`src/core/pin_irq_defines.vh`:
```
/*
 * constants for the pin interrupt and pattern match engine.
 * assumes inclusion by bare name from the core design file.
 */
`ifndef PIN_IRQ_DEFINES_VH
`define PIN_IRQ_DEFINES_VH

// channel and pin counts
`define NUM_CHAN 8
`define PIN_COUNT 32
`define PIN_SEL_W 5
`define SLICE_SRC_W 3
`define SLICE_COND_W 3

// channel mode field values
`define MODE_EDGE 1'b0
`define MODE_LEVEL 1'b1

// slice condition codes
`define COND_ALWAYS 3'h0
`define COND_RISE_STICKY 3'h1
`define COND_FALL_STICKY 3'h2
`define COND_ANY_STICKY 3'h3
`define COND_HIGH 3'h4
`define COND_LOW 3'h5
`define COND_NEVER 3'h6
`define COND_ANY_EDGE 3'h7

// reset values
`define RST_FLAGS 8'h00
`define RST_IRQ 8'h00
`define RST_BIT 1'b0

`endif

```
`src/core/pin_irq_pattern_match.v`:
```
/*
 * pin interrupt and pattern match engine: eight selectable pin channels,
 * each an edge or level interrupt, or a sum-of-products pattern matcher
 * over the same channels.
 * assumes pins are asynchronous to clk; all configuration ports are held
 * by system configuration logic on clk; clear strobes are one-cycle pulses
 * from the single-cycle i/o bus logic on clk.
 * assumes the interrupt controller samples irq as levels on clk, and that
 * the dma trigger mux and the event input take one-cycle pulses or levels
 * on the same clock; no wider handshake is offered.
 * a pin change reaches irq three edges later in level mode and four in
 * edge mode; software that polls the flags must allow for that lag.
 * pattern mode owns all eight irq lines while pattern_en is high; the
 * edge flags keep recording so that a return to pin mode sees history.
 */
//
// Contract
// - eight channels select any pin, edge/level
// - each channel drives its own irq line
// - edge channel fires on rise, fall, both
// - level channel active high or low
// - pin interrupts raise wake request
// - pin selection independent of pin function
// - controls are single-cycle same-clock ports
// - eight channels feed one sum-of-products
// - each slice tests level or transition
// - each product term raises its irq
// - any match optionally pulses cpu event
// - pattern matches never raise wake request
// - channels zero and one feed dma triggers; code holds both triggers low while pattern_en is high
// - combined match drives dedicated output
`timescale 1ns/1ps
`include "pin_irq_defines.vh"

module pin_irq_pattern_match (
   // clock and reset
   input wire clk,
   input wire rst_n,
   // device pins
   input wire [`PIN_COUNT-1:0] pins,
   // channel pin selection, channel n in bits [5n+4:5n]
   input wire [`NUM_CHAN*`PIN_SEL_W-1:0] pin_sel,
   // channel configuration
   input wire [`NUM_CHAN-1:0] chan_mode,
   input wire [`NUM_CHAN-1:0] rise_en,
   input wire [`NUM_CHAN-1:0] fall_en,
   input wire [`NUM_CHAN-1:0] level_en,
   input wire [`NUM_CHAN-1:0] level_high,
   // sticky edge clears, one-cycle pulses
   input wire [`NUM_CHAN-1:0] clr_rise,
   input wire [`NUM_CHAN-1:0] clr_fall,
   // pattern match configuration
   input wire pattern_en,
   input wire event_en,
   input wire [`NUM_CHAN*`SLICE_SRC_W-1:0] slice_src,
   input wire [`NUM_CHAN*`SLICE_COND_W-1:0] slice_cond,
   input wire [`NUM_CHAN-1:0] term_end,
   input wire pattern_clr_edges,
   // interrupt requests and status
   output reg [`NUM_CHAN-1:0] irq,
   output reg [`NUM_CHAN-1:0] rise_flag,
   output reg [`NUM_CHAN-1:0] fall_flag,
   output reg [`NUM_CHAN-1:0] pin_level,
   output reg wake_req,
   // dma triggers
   output reg pin_irq_zero,
   output reg pin_irq_one,
   // pattern match results
   output reg pattern_match_out,
   output reg cpu_event_notify
);

   function pick_pin;
      input [`PIN_COUNT-1:0] vec;
      input [`PIN_SEL_W-1:0] idx;
      begin
         pick_pin = vec[idx];
      end
   endfunction

   function pick_chan;
      input [`NUM_CHAN-1:0] vec;
      input [`SLICE_SRC_W-1:0] idx;
      begin
         pick_chan = vec[idx];
      end
   endfunction

   // edge toward want_high between the old and the current level
   function edge_seen;
      input now_lvl;
      input old_lvl;
      input want_high;
      begin
         edge_seen = (now_lvl == want_high) & (old_lvl != want_high);
      end
   endfunction

   reg [`NUM_CHAN-1:0] sync1;
   reg [`NUM_CHAN-1:0] sync2;
   reg [`NUM_CHAN-1:0] prev;
   reg [`NUM_CHAN-1:0] slice_rise;
   reg [`NUM_CHAN-1:0] slice_fall;
   reg [`NUM_CHAN-1:0] term_prev;
   wire [`NUM_CHAN-1:0] rise_now;
   wire [`NUM_CHAN-1:0] fall_now;
   wire [`NUM_CHAN-1:0] slice_true;
   wire [`NUM_CHAN-1:0] pin_req;
   reg [`NUM_CHAN-1:0] next_term;
   // registered output sources
   reg [`NUM_CHAN-1:0] next_irq;
   reg [`NUM_CHAN-1:0] next_term_prev;
   reg next_wake;
   reg next_dma_zero;
   reg next_dma_one;
   reg next_match;
   reg next_event;
   reg acc;
   integer k;

   // pin mux ahead of the synchroniser, so any pin function can be
   // watched; a selection change may show one spurious edge
   genvar i;
   generate
      for (i = 0; i < `NUM_CHAN; i = i + 1) begin : g_chan
         // two flops in front of any logic that reads the pin
         always @(posedge clk or negedge rst_n) begin
            if (!rst_n) begin
               sync1[i] <= 1'b0;
               sync2[i] <= 1'b0;
            end else begin
               sync1[i] <= pick_pin(pins,
                  pin_sel[i*`PIN_SEL_W +: `PIN_SEL_W]);
               sync2[i] <= sync1[i];
            end
         end

         // history of the settled level, read by edge detection only
         always @(posedge clk or negedge rst_n) begin
            if (!rst_n) begin
               prev[i] <= 1'b0;
            end else begin
               prev[i] <= sync2[i];
            end
         end

         assign rise_now[i] = edge_seen(sync2[i], prev[i], 1'b1);
         assign fall_now[i] = edge_seen(sync2[i], prev[i], 1'b0);

         // edge channel: sticky flags; level channel: follows the pin
         reg req;
         always @* begin
            req = 1'b0;
            if (chan_mode[i] == `MODE_EDGE) begin
               req = (rise_en[i] & rise_flag[i]) |
                  (fall_en[i] & fall_flag[i]);
            end else begin
               // polarity compare on the settled level, no glitch path
               req = level_en[i] & ~(sync2[i] ^ level_high[i]);
            end
         end
         assign pin_req[i] = req;

         // slice source is one of the eight channels
         wire s_lvl;
         wire s_rise;
         wire s_fall;
         wire s_edge;
         reg s_true;
         wire [`SLICE_SRC_W-1:0] src;
         assign src = slice_src[i*`SLICE_SRC_W +: `SLICE_SRC_W];
         assign s_lvl = pick_chan(sync2, src);
         assign s_rise = pick_chan(rise_now, src);
         assign s_fall = pick_chan(fall_now, src);
         assign s_edge = s_rise | s_fall;

         // sticky slice edges; a new edge wins over the bulk clear
         always @(posedge clk or negedge rst_n) begin
            if (!rst_n) begin
               slice_rise[i] <= 1'b0;
               slice_fall[i] <= 1'b0;
            end else begin
               if (s_rise) begin
                  slice_rise[i] <= 1'b1;
               end else if (pattern_clr_edges) begin
                  slice_rise[i] <= 1'b0;
               end
               if (s_fall) begin
                  slice_fall[i] <= 1'b1;
               end else if (pattern_clr_edges) begin
                  slice_fall[i] <= 1'b0;
               end
            end
         end

         always @* begin
            case (slice_cond[i*`SLICE_COND_W +: `SLICE_COND_W])
               `COND_ALWAYS: s_true = 1'b1;
               `COND_RISE_STICKY: s_true = slice_rise[i] | s_rise;
               `COND_FALL_STICKY: s_true = slice_fall[i] | s_fall;
               `COND_ANY_STICKY: s_true = slice_rise[i] | slice_fall[i] |
                  s_edge;
               `COND_HIGH: s_true = s_lvl;
               `COND_LOW: s_true = ~s_lvl;
               `COND_NEVER: s_true = 1'b0;
               `COND_ANY_EDGE: s_true = s_edge;
               default: s_true = 1'b0;
            endcase
         end
         assign slice_true[i] = s_true;
      end
   endgenerate

   // product terms close at marked slices; an unclosed tail is ignored
   // so a spare slice can be parked without a term of its own; a term is
   // the and of its slices, the sum is taken at the output stage
   always @* begin
      acc = 1'b1;
      next_term = 8'h00;
      for (k = 0; k < `NUM_CHAN; k = k + 1) begin
         acc = acc & slice_true[k];
         if (term_end[k]) begin
            next_term[k] = acc;
            acc = 1'b1;
         end
      end
   end

   // edge status flags; a new edge wins over a clear in the same cycle
   generate
      for (i = 0; i < `NUM_CHAN; i = i + 1) begin : g_flag
         always @(posedge clk or negedge rst_n) begin
            if (!rst_n) begin
               rise_flag[i] <= `RST_BIT;
               fall_flag[i] <= `RST_BIT;
               pin_level[i] <= `RST_BIT;
            end else begin
               // clears come from same-clock bus logic, no synchroniser
               if (rise_now[i]) begin
                  rise_flag[i] <= 1'b1;
               end else if (clr_rise[i]) begin
                  rise_flag[i] <= 1'b0;
               end
               if (fall_now[i]) begin
                  fall_flag[i] <= 1'b1;
               end else if (clr_fall[i]) begin
                  fall_flag[i] <= 1'b0;
               end
               pin_level[i] <= sync2[i];
            end
         end
      end
   endgenerate

   // next output values; pattern mode takes over the interrupt lines
   always @* begin
      next_irq = pin_req;
      next_wake = |pin_req;
      next_dma_zero = pin_req[0];
      next_dma_one = pin_req[1];
      next_match = 1'b0;
      next_event = 1'b0;
      next_term_prev = 8'h00;
      if (pattern_en) begin
         next_irq = next_term;
         // pattern results never wake the chip
         next_wake = 1'b0;
         next_dma_zero = 1'b0;
         next_dma_one = 1'b0;
         next_match = |next_term;
         // only a term that was false last cycle counts as a new match
         next_event = event_en & (|(next_term & ~term_prev));
         next_term_prev = next_term;
      end
   end

   // every output leaves straight from a flip-flop
   always @(posedge clk or negedge rst_n) begin
      if (!rst_n) begin
         irq <= `RST_IRQ;
         term_prev <= `RST_IRQ;
         wake_req <= 1'b0;
         pin_irq_zero <= 1'b0;
         pin_irq_one <= 1'b0;
         pattern_match_out <= 1'b0;
         cpu_event_notify <= 1'b0;
      end else begin
         irq <= next_irq;
         term_prev <= next_term_prev;
         wake_req <= next_wake;
         pin_irq_zero <= next_dma_zero;
         pin_irq_one <= next_dma_one;
         pattern_match_out <= next_match;
         cpu_event_notify <= next_event;
      end
   end

endmodule // pin_irq_pattern_match

```
`config.mk`:
```
export PLATFORM = sky130hd
export DESIGN_NAME = pin_irq_pattern_match
export DESIGN_NICKNAME = d
export VERILOG_FILES = /design/src/core/pin_irq_pattern_match.v
export VERILOG_INCLUDE_DIRS = /design/src /design/src/core
export SDC_FILE = /design/constraint.sdc
export NUM_CORES = 1
export LEC_CHECK = 0
export BUFFER_PORTS_ARGS = -buffer_cell sky130_fd_sc_hd__buf_2
export CAP_MARGIN = 40
export CORE_MARGIN = 2
export CORE_UTILIZATION = 30
export CTS_CLUSTER_SIZE = 14
export DETAILED_ROUTE_END_ITERATION = 10
export PLACE_DENSITY = 0.48
export SYNTH_ARGS = -nofsm -noshare
export SYNTH_HDL_FRONTEND = slang
export SYNTH_SLANG_ARGS = --single-unit
```
`constraint.sdc`:
```
create_clock -name clk -period 9.7 [get_ports clk]
set_clock_uncertainty 0.2 [all_clocks]
set_input_delay 0.97 -clock clk [delete_from_list [all_inputs] [get_ports clk]]
set_output_delay 0.97 -clock clk [all_outputs]
set_load 0.01 [all_outputs]
```
### After elaboration in Yosys (flattened, before gate mapping)

Index checks and enable logic that the tools add are counted.

| word-level totals | value |
|---|---|
| register bits | 77 |
| input bits | 189 |
| output and inout bits | 37 |
| word-level logic and storage cells | 467 |

| operators by class | value |
|---|---|
| $lt $le $gt $ge | 16 |
| equal/unequal tests | 56 |
| multiplexer cells | 151 |
| bitwise operators | 138 |
| reductions and logical operators | 43 |

Operator list:

| cell | number |
|---|---|
| two-way mux 1 bit | 109 |
| == test 3 bit, second input constant | 32 |
| binary-select mux 1 bit (select 3 bit) | 24 |
| one-hot mux 1 bit (8 select lines) | 8 |
| nonzero test 2 bit | 32 |
| AND 1 bit | 48 |
| == test 3 x 2 -> 1 bit, second input constant | 16 |
| less-than comparator 5 x 6 -> 1 bit, second input constant | 8 |
| bitwise OR 1 bit | 48 |
| binary-select mux 1 bit (select 5 bit) | 8 |
| less-than comparator 3 x 4 -> 1 bit, second input constant | 8 |
| NOT 1 bit | 32 |
| == test 3 x 1 -> 1 bit, second input constant | 8 |
| zero test 3 bit | 8 |
| OR reduction 8 bit | 3 |
| two-way mux 8 bit | 2 |
| AND 8 bit | 1 |
| NOT 8 bit | 1 |
| bitwise XOR 1 bit | 8 |

### Depth between registers and ports, before layout

Gate-level depths: netlist of the first run.

| logic depth | value |
|---|---|
| word-level depth | 26 |
| gate-level depth with buffers | 11 |
| mapped depth without buffers | 10 |

### Worst setup path before layout of the first run

No wires, ideal clock.

| timing | value |
|---|---|
| path kind | in2reg |
| start point | input slice_src[2] |
| end point | register pattern_match_out |
| setup time | 0.124 ns |
| arrival time | 3.512 ns |
| required time | 9.376 ns |
| setup slack | 5.864 ns |
| stages | 10 |
| path buffers | 1 |
| path through | clkbuf_1 > mux4_2 > mux2_4 > o311ai_4 > o21ba_4 > o211ai_4 > a31oi_4 > nor3_2 > or3_1 > o31a_1 |

| on the way | value |
|---|---|
| word-level cells in the longest chain between the ends | 22 |
| elaborated cells on any way between the ends | 36 |
| those cells by class | mux: 23; bitwise: 12; reduce/logical: 1 |

RTL lines:

| what | line | text |
|---|---|---|
| start: declaration | pin_irq_pattern_match.v:55 | `` input wire [`NUM_CHAN*`SLICE_SRC_W-1:0] slice_src, `` |
| binary-select mux 1 bit (select 3 bit) | pin_irq_pattern_match.v:85 | `pick_chan = vec[idx];` |
| two-way mux 1 bit (implied by the code) | pin_irq_pattern_match.v:85 |  |
| bitwise OR 1 bit | pin_irq_pattern_match.v:175 | `assign s_edge = s_rise \| s_fall;` |
| bitwise OR 1 bit | pin_irq_pattern_match.v:201 | `` `COND_ANY_STICKY: s_true = slice_rise[i] \| slice_fall[i] \| `` |
| one-hot mux 1 bit (8 select lines) (*) | pin_irq_pattern_match.v:197 | `` case (slice_cond[i*`SLICE_COND_W +: `SLICE_COND_W]) `` |
| two-way mux 1 bit | pin_irq_pattern_match.v:222 | `if (term_end[k]) begin` |
| AND 1 bit | pin_irq_pattern_match.v:221 | `acc = acc & slice_true[k];` |
| two-way mux 1 bit | pin_irq_pattern_match.v:222 |  |
| (+7 left out) | - |  |
| two-way mux 1 bit | pin_irq_pattern_match.v:222 |  |
| AND 1 bit | pin_irq_pattern_match.v:221 |  |
| two-way mux 1 bit | pin_irq_pattern_match.v:222 |  |
| AND 1 bit | pin_irq_pattern_match.v:221 |  |
| two-way mux 1 bit | pin_irq_pattern_match.v:222 |  |
| OR reduction 8 bit (*) | pin_irq_pattern_match.v:270 | `next_match = \|next_term;` |
| two-way mux 1 bit (*) | pin_irq_pattern_match.v:264 | `if (pattern_en) begin` |
| net next_match | pin_irq_pattern_match.v:116 | `reg next_match;` |
| end signal: assignment | pin_irq_pattern_match.v:293 | `pattern_match_out <= next_match;` |
| end: declaration | pin_irq_pattern_match.v:69 | `output reg pattern_match_out,` |

Mark *: on every way through the listed nets, which the timed path passes. The rest lies on a longest branch. The select of a mux whose other input is x is not followed.
A chain may end at the register's enable or synchronous reset.

### Final worst setup path of the first run

| timing | value |
|---|---|
| start point | register sync2[4] |
| end point | register cpu_event_notify |

| on the way | value |
|---|---|
| word-level cells in the longest chain between the ends | 26 |
| elaborated cells on any way between the ends | 125 |
| those cells by class | mux: 72; bitwise: 52; reduce/logical: 1 |

RTL lines:

| what | line | text |
|---|---|---|
| start: declaration | pin_irq_pattern_match.v:100 | `` reg [`NUM_CHAN-1:0] sync2; `` |
| start signal: indexed assignment | pin_irq_pattern_match.v:134 | `sync2[i] <= sync1[i];` |
| NOT 1 bit | pin_irq_pattern_match.v:95 | `edge_seen = (now_lvl == want_high) & (old_lvl != want_high);` |
| AND 1 bit | pin_irq_pattern_match.v:95 |  |
| binary-select mux 1 bit (select 3 bit) | pin_irq_pattern_match.v:85 |  |
| two-way mux 1 bit (implied by the code) | pin_irq_pattern_match.v:85 |  |
| bitwise OR 1 bit | pin_irq_pattern_match.v:175 |  |
| bitwise OR 1 bit | pin_irq_pattern_match.v:201 |  |
| one-hot mux 1 bit (8 select lines) | pin_irq_pattern_match.v:197 |  |
| two-way mux 1 bit | pin_irq_pattern_match.v:222 |  |
| (+11 left out) | - |  |
| two-way mux 1 bit | pin_irq_pattern_match.v:222 |  |
| AND 1 bit | pin_irq_pattern_match.v:221 |  |
| two-way mux 1 bit | pin_irq_pattern_match.v:222 |  |
| AND 8 bit (*) | pin_irq_pattern_match.v:272 | `next_event = event_en & (\|(next_term & ~term_prev));` |
| OR reduction 8 bit (*) | pin_irq_pattern_match.v:272 |  |
| AND 1 bit (*) | pin_irq_pattern_match.v:272 |  |
| two-way mux 1 bit (*) | pin_irq_pattern_match.v:264 |  |
| net next_event | pin_irq_pattern_match.v:117 | `reg next_event;` |
| end signal: assignment | pin_irq_pattern_match.v:294 | `cpu_event_notify <= next_event;` |
| end: declaration | pin_irq_pattern_match.v:70 | `output reg cpu_event_notify` |

Marked as above.

==> impl_metrics.env, run 1 <==
export IMPL_routed_via_density=5.75
export IMPL_max_freq_mhz=249
export IMPL_overflow=0
export IMPL_cts_buffers_inserted=9
export IMPL_yosysUniqueCellTypes=62
export IMPL_grt_pass1_wl_mm=37.6
export IMPL_post_cts_resize_count=0
export IMPL_area_delta_synth_final_pct=24.6
export IMPL_critPathKind="flop to flop"
export IMPL_synth_xor_area_frac=0.0137
export IMPL_synthFlopType="dfrtp_1"
export IMPL_cts_root_buf="clkbuf_16"
export IMPL_placed_cell_area_um2=8440
export IMPL_drc=0
export IMPL_io_pins=226
export IMPL_antenna_found_initial=5
export IMPL_num_vias=6144
export IMPL_async_reset_ff_frac=1.00
export IMPL_hold_path_end="sync2[6]"
export IMPL_p_per_area_nw_per_um2=155
export IMPL_drive_gt1_frac=0.556
export IMPL_syn_area_per_cell_um2=13.0
export IMPL_synth_fp_nets=729
export IMPL_drtAntennaViolNets=0
export IMPL_yosysWarnings=0
export IMPL_synth_area_um2=7040
export IMPL_core_area_um2=23300
export IMPL_yosysSeqAreaShare=0.274
export IMPL_cts_hold_fix_buffers=0
export IMPL_fp_dieW_um=157
export IMPL_std_cell_rows=56
export IMPL_m1WireLength_mm=9.53
export IMPL_hold_depth=0
export IMPL_grt_max_degree=54
export IMPL_power_leakage_uw=0.00384
export IMPL_wl_met2_mm=12.6
export IMPL_dieArea_um2=24700
export IMPL_setup_viol=0
export IMPL_drt_iter0_markers=382
export IMPL_htreeDepth=3
export IMPL_cap_violations=0
export IMPL_period_share=0.414
export IMPL_wl_per_cell_um=23.7
export IMPL_hold_path_class="flop to flop"
export IMPL_grt_pass1_vias=6282
export IMPL_ys_ff_latch=77
export IMPL_synth_edf_count=0
export IMPL_dr_max_layer_used="met5"
export IMPL_cts_setup_buffers=0
export IMPL_clk_path_buf_depth=2
export IMPL_wirelength_mm=25.3
export IMPL_worstPathArrival_ns=4.02
export IMPL_peakVddDrop_v=0.0000910
export IMPL_tns_ns=0
export IMPL_gp_congestion=1.01
export IMPL_initial_core_util=0.302
export IMPL_synthSimpleGateAreaFrac=0.0756
export IMPL_synth_top_family_by_area="multiplexers"
export IMPL_grt_usage=0.206
export IMPL_rsz0062_at_grt="no"
export IMPL_worstRegToRegCells=11
export IMPL_insertion_delay_ns=0.35
export IMPL_yosys_area_share_adder=0.00160
export IMPL_min_from="sync1[6]"
export IMPL_startpoint_type="flop"
export IMPL_drv_slew=0
export IMPL_port_buffers=225
export IMPL_cts_reportedPaths_clkPinSlew_ns=0.06
export IMPL_r2r_end="cpu_event_notify"
export IMPL_cts_sinks=77
export IMPL_final_util=0.377
export IMPL_min_period_ns=4.02
export IMPL_hpwl_mm=19.8
export IMPL_synthCells=540
export IMPL_hold_viol=0
export IMPL_regToRegStartpoint="sync2[4]"
export IMPL_cp_required_ns=9.70
export IMPL_status="completed"
export IMPL_r2r_slack_ns=5.68
export IMPL_worstMarginPinSlew_ns=0.630
export IMPL_cts_tree="yes"
export IMPL_slew_headroom=0.579
export IMPL_die_y_um=157
export IMPL_met3_wirelength_mm=2.58
export IMPL_design_area_um2=8770
export IMPL_drt_pre_antenna_iters=6
export IMPL_critical_path_max_fanout=12
export IMPL_endpoint_kind="flop"
export IMPL_synth_compound_area_frac=0.115
export IMPL_synth_area_mux_share=0.471
export IMPL_final_nets=929
## stage by stage
stage | std cells | hold WS [ns] | setup slack [ns] | power [µW]
after CTS | 1064 | 0.150 | 5.77 | 1370
final | 1069 | 0.149 | 5.68 | 1360
after global routing | 1065 | 0.156 | 5.38 | 1430
after global placement | 1043 | 0.136 | 5.72 | 987
after detailed placement | 1048 | 0.135 | 5.61 | 1010
after floorplan | 540 | 0.131 | 5.86 | 791
## flip-flops by register name, indices dropped and copies added (netlist names)
signal	count
pin_irq_zero	1
prev	1
sync1	8
pattern_match_out	1
slice_rise	8
pin_irq_one	1
wake_req	1
fall_flag	8
pin_level	7
cpu_event_notify	1
rise_flag	8
term_prev	8
irq	8
slice_fall	8
sync2	8
## final cells by class
type,instances,area (µm²)
fill,2325,14500
multi-input combinational,380,4760
sequential,77,1930
timing repair buffer,233,1210
tap,319,399
clock buffer,9,225
inverter,39,146
clock inverter,7,91.3
antenna,5,12.5
## where the power goes
group,internal [µW],leakage (µW),total [µW],switching (µW)
sequential,387,0.000940,455,68.0
clock,206,0.000151,360,154
combinational,278,0.00275,546,268
## metal layers
| metal | vias to the layer above | track usage |
|---|---|---|
| li1 | 2587 | - |
| met1 | 3080 | 0.257 |
| met2 | 426 | 0.354 |
| met3 | 49 | 0.0452 |
| met4 | 2 | 0.0680 |
| met5 | - | 0 |
## worst max-delay path, stage by stage, from the launching register on
cell and delay [ns]:
dfrtp_1 0.69, nor2b_1 0.28, buf_4 0.24, mux4_2 0.49
o22a_1 0.20, a211oi_1 0.31, a311o_2 0.28, nor2_1 0.08
o31ai_2 0.33, nor2_1 0.07, a2111oi_0 0.54, a31oi_1 0.15
## synth_stat cells (3+ instances only)
master | count | area, µm²
mux2i_1 | 21 | 210
mux4_2 | 129 | 2910
buf_6 | 3 | 33.8
inv_1 | 38 | 143
nor4_1 | 4 | 25.0
a21oi_1 | 17 | 85.1
clkbuf_1 | 27 | 101
a21o_1 | 23 | 173
o21a_1 | 3 | 22.5
mux2_2 | 16 | 180
o22ai_1 | 3 | 18.8
nor2_1 | 22 | 82.6
o211ai_1 | 9 | 67.6
nand2b_1 | 6 | 37.5
o21ai_0 | 17 | 85.1
nand2_1 | 15 | 56.3
a221oi_1 | 8 | 70.1
dfrtp_1 | 77 | 1930
nand3_1 | 4 | 20.0
nand3b_1 | 3 | 22.5
nor2b_1 | 11 | 68.8
and2_1 | 4 | 25.0
buf_2 | 12 | 60.1
a31oi_1 | 7 | 43.8
xnor2_1 | 9 | 78.8
nor2b_4 | 5 | 68.8
## kinds of logic after synthesis
kind of cell             after synthesis
multiplexers                         167
AO/OA/AOI/OAI                        110
AND/OR/NAND/NOR                       91
buffers and inverters                 83
flip-flops                            77
XOR/XNOR                              11
adder cells (fa/ha/maj)                1
## worst max path at each step
stage | startpoint | slack, ns | endpoint
after global placement | slice_src[0] | 5.72 | pattern_match_out
after detailed placement | slice_src[0] | 5.61 | cpu_event_notify
after global routing | sync2[1] | 5.38 | cpu_event_notify
after floorplan | slice_src[2] | 5.86 | pattern_match_out
final | sync2[4] | 5.68 | cpu_event_notify
after CTS | sync2[1] | 5.77 | cpu_event_notify
## cell usage in the layout (no fill, tap or decap), types with 15 or more instances in the layout
| cell type | Yosys | routed |
|---|---|---|
| a21o_1 | 23 | 23 |
| a21oi_1 | 17 | 17 |
| buf_2 | 12 | 224 |
| dfrtp_1 | 77 | 77 |
| inv_1 | 38 | 38 |
| mux2_2 | 16 | 16 |
| mux2i_1 | 21 | 21 |
| mux4_2 | 129 | 129 |
| nand2_1 | 15 | 15 |
| nor2_1 | 22 | 22 |
| o21ai_0 | 17 | 17 |
Note: power is estimated with default switching activity, not from simulation.
==> inputs of run 2 (changes only) <==
- clock period: 9.7 -> 3.77 ns (I/O delays scaled with it)
==> impl_metrics.env, run 2 (synthesis results as in run 1) <==
export IMPL_layout_commonest_cell="buf_2"
export IMPL_regToRegStartpoint="sync2[1]"
export IMPL_drt_pre_antenna_iters=4
export IMPL_drv_slew=0
export IMPL_layout_common_cells="buf_2 (224), mux4_2 (129), dfrtp_1 (77)"
export IMPL_p_per_area_nw_per_um2=397
export IMPL_antenna_found_initial=4
export IMPL_critical_path_max_fanout=7
export IMPL_met3_wirelength_mm=2.22
export IMPL_pre_cts_ws_ns=0.112
export IMPL_status="completed"
export IMPL_m1WireLength_mm=9.73
export IMPL_startpoint_type="flop"
export IMPL_drc=0
export IMPL_hpwl_mm=20.0
export IMPL_grt_max_degree=50
export IMPL_cts_buffers_inserted=9
export IMPL_port_buffers=225
export IMPL_crit_cells=11
export IMPL_worstRegToRegCells=11
export IMPL_critPathKind="flop to flop"
export IMPL_setup_viol=0
export IMPL_cts_tree="yes"
export IMPL_rsz0062_at_grt="no"
export IMPL_slew_headroom=0.448
export IMPL_dr_max_layer_used="met5"
export IMPL_max_freq_mhz=281
export IMPL_core_area_um2=23300
export IMPL_slowest_delay_ns=0.49
export IMPL_min_from="pin_sel[19]"
export IMPL_crit_end="cpu_event_notify"
export IMPL_hold_path_class="primary input to flop"
export IMPL_placedCellCount=1053
export IMPL_crit_buf_inv=1
export IMPL_clk_path_buf_depth=2
export IMPL_wl_per_cell_um=23.5
export IMPL_endpoint_kind="flop"
export IMPL_num_vias=6065
export IMPL_drtAntennaViolNets=0
export IMPL_power_leakage_uw=0.00386
export IMPL_initial_core_util=0.302
export IMPL_n_fill_cell=2315
export IMPL_io_pins=226
export IMPL_grt_pass1_wl_mm=37.5
export IMPL_crit_family="compound AO/OA/AOI/OAI gates"
export IMPL_insertion_delay_ns=0.35
export IMPL_wl_met2_mm=12.4
export IMPL_drt_iter0_markers=386
export IMPL_worstMarginPinSlew_ns=0.827
export IMPL_wirelength_mm=25.2
export IMPL_cp_required_ns=3.78
export IMPL_overflow=0
export IMPL_critical_path_cell_chain="nor2b_1 > buf_4 > mux4_2 > mux2i_1 > a31oi_1 > o32ai_2 > a22oi_1 > a31oi_4 > nor3_2 > a2111oi_0 > a31oi_1"
export IMPL_dieArea_um2=24700
export IMPL_fin_cells=1073
export IMPL_tns_ns=0
export IMPL_fp_dieW_um=157
export IMPL_gp_congestion=0.987
export IMPL_area_delta_synth_final_pct=25.2
export IMPL_cp_startpoint="sync2[1]"
export IMPL_cpMaxStageDelayCell="dfrtp_1"
export IMPL_routed_via_density=5.65
export IMPL_cts_root_buf="clkbuf_16"
export IMPL_worstPathArrival_ns=3.57
export IMPL_period_share=0.943
export IMPL_hold_viol=0
export IMPL_fin_ws_ns=0.214
export IMPL_final_nets=935
export IMPL_crit_top_cell="a31oi_1"
export IMPL_grt_usage=0.206
export IMPL_drive_gt1_frac=0.561
export IMPL_std_cell_rows=56
export IMPL_r2r_slack_ns=0.21
export IMPL_r2r_end="cpu_event_notify"
export IMPL_cts_sinks=77
export IMPL_htreeDepth=3
export IMPL_cts_reportedPaths_clkPinSlew_ns=0.07
export IMPL_grt_pass1_vias=6155
export IMPL_die_y_um=157
export IMPL_peakVddDrop_v=0.000234
export IMPL_cap_violations=0
export IMPL_min_period_ns=3.56
[run 2: report_power, final]
part | total (µW) | switching [µW] | internal (µW)
clock | 906 | 384 | 522
sequential | 1120 | 126 | 998
combinational | 1470 | 737 | 730
[run 2: how the worst min path moves through the flow]
stage / to / cells past startpoint
after floorplan: cpu_event_notify / 0
after global placement: sync2[1] / 0
after detailed placement: sync2[4] / 0
after CTS: sync1[3] / 2
after global routing: sync1[3] / 2
final: sync1[3] / 2
[run 2: stage by stage]
stage	power [µW]	area [µm²]	hold WS, ns	utilization
finish	3500	8810	0.0737	0.379
global route	3690	8810	0.0702	0.379
CTS	3520	8790	0.0700	0.378
detailed placement	2600	8480	0.138	0.364
global placement	2570	8440	0.136	0.363
floorplan	2030	7040	-0.119	-
[run 2: timing repair]
| action | 4_1_cts | 5_1_grt |
|---|---|---|
| hold endpoints to repair | 28 | 0 |
| endpoints found under the setup margin | 0 | 5 |
| resized for setup | 0 | 2 |
| buffers inserted | 0 | 0 |
| hold buffers | 1 | 0 |
[run 2: cell type report]
type	count	area (µm²)	share of cell area
Clock buffer	9	225	0.0256
Multi-Input combinational cell	380	4770	0.541
Sequential cell	77	1930	0.219
Timing Repair Buffer	239	1260	0.143
Antenna cell	3	7.51	0.000852
Inverter	39	146	0.0166
Tap cell	319	399	0.0453
Clock inverter	7	80.1	0.00909
[run 2: worst reg2reg max path, cell delays in order, from the launching register on]
cell,delay (ns)
dfrtp_1,0.49
nor2b_1,0.17
buf_4,0.21
mux4_2,0.45
mux2i_1,0.23
a31oi_1,0.15
o32ai_2,0.40
a22oi_1,0.22
a31oi_4,0.21
nor3_2,0.07
a2111oi_0,0.47
a31oi_1,0.15
[run 2: layer usage]
layer  track usage  vias to the layer above
li1              -                     2591
met1         0.263                     3048
met2         0.347                      368
met3        0.0413                       56
met4        0.0797                        2
met5             0                        -
==> inputs of run 3 (changes only) <==
- PLACE_DENSITY: 0.48 -> 0.53
- clock period: 3.77 -> 3.9 ns (I/O delays scaled with it)
==> impl_metrics.env, run 3 (synthesis results as in run 1) <==
export IMPL_routed_via_density=5.54
export IMPL_cp_required_ns=3.93
export IMPL_hold_path_class="primary input to flop"
export IMPL_drive_gt1_frac=0.557
export IMPL_gp_congestion=0.920
export IMPL_dieArea_um2=24700
export IMPL_power_leakage_uw=0.00383
export IMPL_hpwl_mm=19.2
export IMPL_crit_end="pattern_match_out"
export IMPL_cts_root_buf="clkbuf_16"
export IMPL_cts_sinks=77
export IMPL_peakVddDrop_v=0.000201
export IMPL_drt_iter0_markers=387
export IMPL_p_total_uw=3270
export IMPL_post_cts_resize_count=0
export IMPL_layout_common_cells="buf_2 (224), mux4_2 (129), dfrtp_1 (77)"
export IMPL_overflow=0
export IMPL_rsz0062_at_grt="no"
export IMPL_placed_cell_area_um2=8460
export IMPL_max_freq_mhz=275
export IMPL_grt_pass1_vias=5946
export IMPL_drtAntennaViolNets=0
export IMPL_fp_dieW_um=157
export IMPL_num_vias=5957
export IMPL_cts_tree="yes"
export IMPL_worstMarginPinSlew_ns=0.882
export IMPL_io_pins=226
export IMPL_startpoint_type="flop"
export IMPL_area_delta_synth_final_pct=24.5
export IMPL_period_share=0.933
export IMPL_min_from="pin_sel[14]"
export IMPL_critical_path_max_fanout=12
export IMPL_endpoint_kind="flop"
export IMPL_htreeDepth=3
export IMPL_wirelength_mm=24.5
export IMPL_grtUsageMet1=0.251
export IMPL_grt_pass1_wl_mm=36.1
export IMPL_worstPathArrival_ns=3.66
export IMPL_setup_viol=0
export IMPL_r2r_end="pattern_match_out"
export IMPL_cts_buffers_inserted=9
export IMPL_final_nets=935
export IMPL_core_area_um2=23300
export IMPL_r2r_slack_ns=0.26
export IMPL_regToRegStartpoint="sync2[4]"
export IMPL_design_area_um2=8760
export IMPL_layout_commonest_cell="buf_2"
export IMPL_use_met3=0.0551
export IMPL_status="completed"
export IMPL_worstRegToRegCells=10
export IMPL_grt_max_degree=54
export IMPL_drt_pre_antenna_iters=4
export IMPL_hold_viol=0
export IMPL_initial_core_util=0.302
export IMPL_critPathKind="flop to flop"
export IMPL_grt_busiest_layer="met2"
export IMPL_cap_violations=0
export IMPL_hold_slack_ns=0.0970
export IMPL_grt_usage=0.198
export IMPL_min_period_ns=3.64
export IMPL_grt_use_met2=0.335
export IMPL_drc=0
export IMPL_drv_slew=0
export IMPL_die_y_um=157
export IMPL_cts_reportedPaths_clkPinSlew_ns=0.07
export IMPL_n_fill_cell=2305
export IMPL_wl_per_cell_um=22.7
export IMPL_tns_ns=0
export IMPL_slew_headroom=0.411
export IMPL_insertion_delay_ns=0.34
export IMPL_std_cell_rows=56
export IMPL_port_buffers=225
export IMPL_antenna_found_initial=8
export IMPL_clk_path_buf_depth=2
export IMPL_p_per_area_nw_per_um2=374
export IMPL_cp_startpoint="sync2[4]"
-- run 3: layer usage --
metal,vias up,share of wire
met3,34,0.11
li1,2597,-
met4,4,0.018
met2,368,0.48
met1,2954,0.40
met5,-,0.0012
-- run 3: critical path: stages (launching register included) --
cell	delay, ns
dfrtp_1	0.65
nor2b_1	0.31
mux4_2	0.54
mux2_2	0.28
o211ai_1	0.17
a311o_2	0.31
o211ai_4	0.11
a31oi_4	0.25
nor3_2	0.07
or3_1	0.38
o31a_1	0.25
-- run 3: layout make-up --
cell class	count	area, µm²	share of cell area
clock buffers	10	229	0.0262
inverters	39	146	0.0167
well taps	319	399	0.0456
diodes	5	12.5	0.00143
flip-flops and latches	77	1930	0.220
clock inverters	6	46.3	0.00529
multi-input cells	380	4760	0.544
repair buffers	239	1240	0.141
-- run 3: what timing repair did --
item	CTS	global route
endpoints found under the hold margin	52	0
endpoints found under the setup margin	0	0
setup buffers	0	0
hold buffers	1	0
-- run 3: stage by stage --
step	cells	worst slack, ns	utilization
final	1075	0.262	0.376
after CTS	1070	0.306	0.376
after global routing	1074	0.00926	0.376
after floorplan	540	0.644	-
after global placement	1053	0.405	0.364
after detailed placement	1053	0.322	0.364
-- run 3: power by group --
group | leakage (µW) | internal, µW | switching (µW)
logic | 0.00277 | 702 | 696
registers | 0.000940 | 964 | 112
clock network | 0.000130 | 436 | 363
-- run 3: worst min-delay path by stage --
stage,end,slack (ns),cells past startpoint
6_report,sync1[2],0.1,2
5_1_grt,sync1[2],0.09,2
4_1_cts,sync1[2],0.09,2
3_5_place_dp,sync2[2],0.14,0
3_3_place_gp,sync2[6],0.13,0
2_1_floorplan,cpu_event_notify,-0.11,0
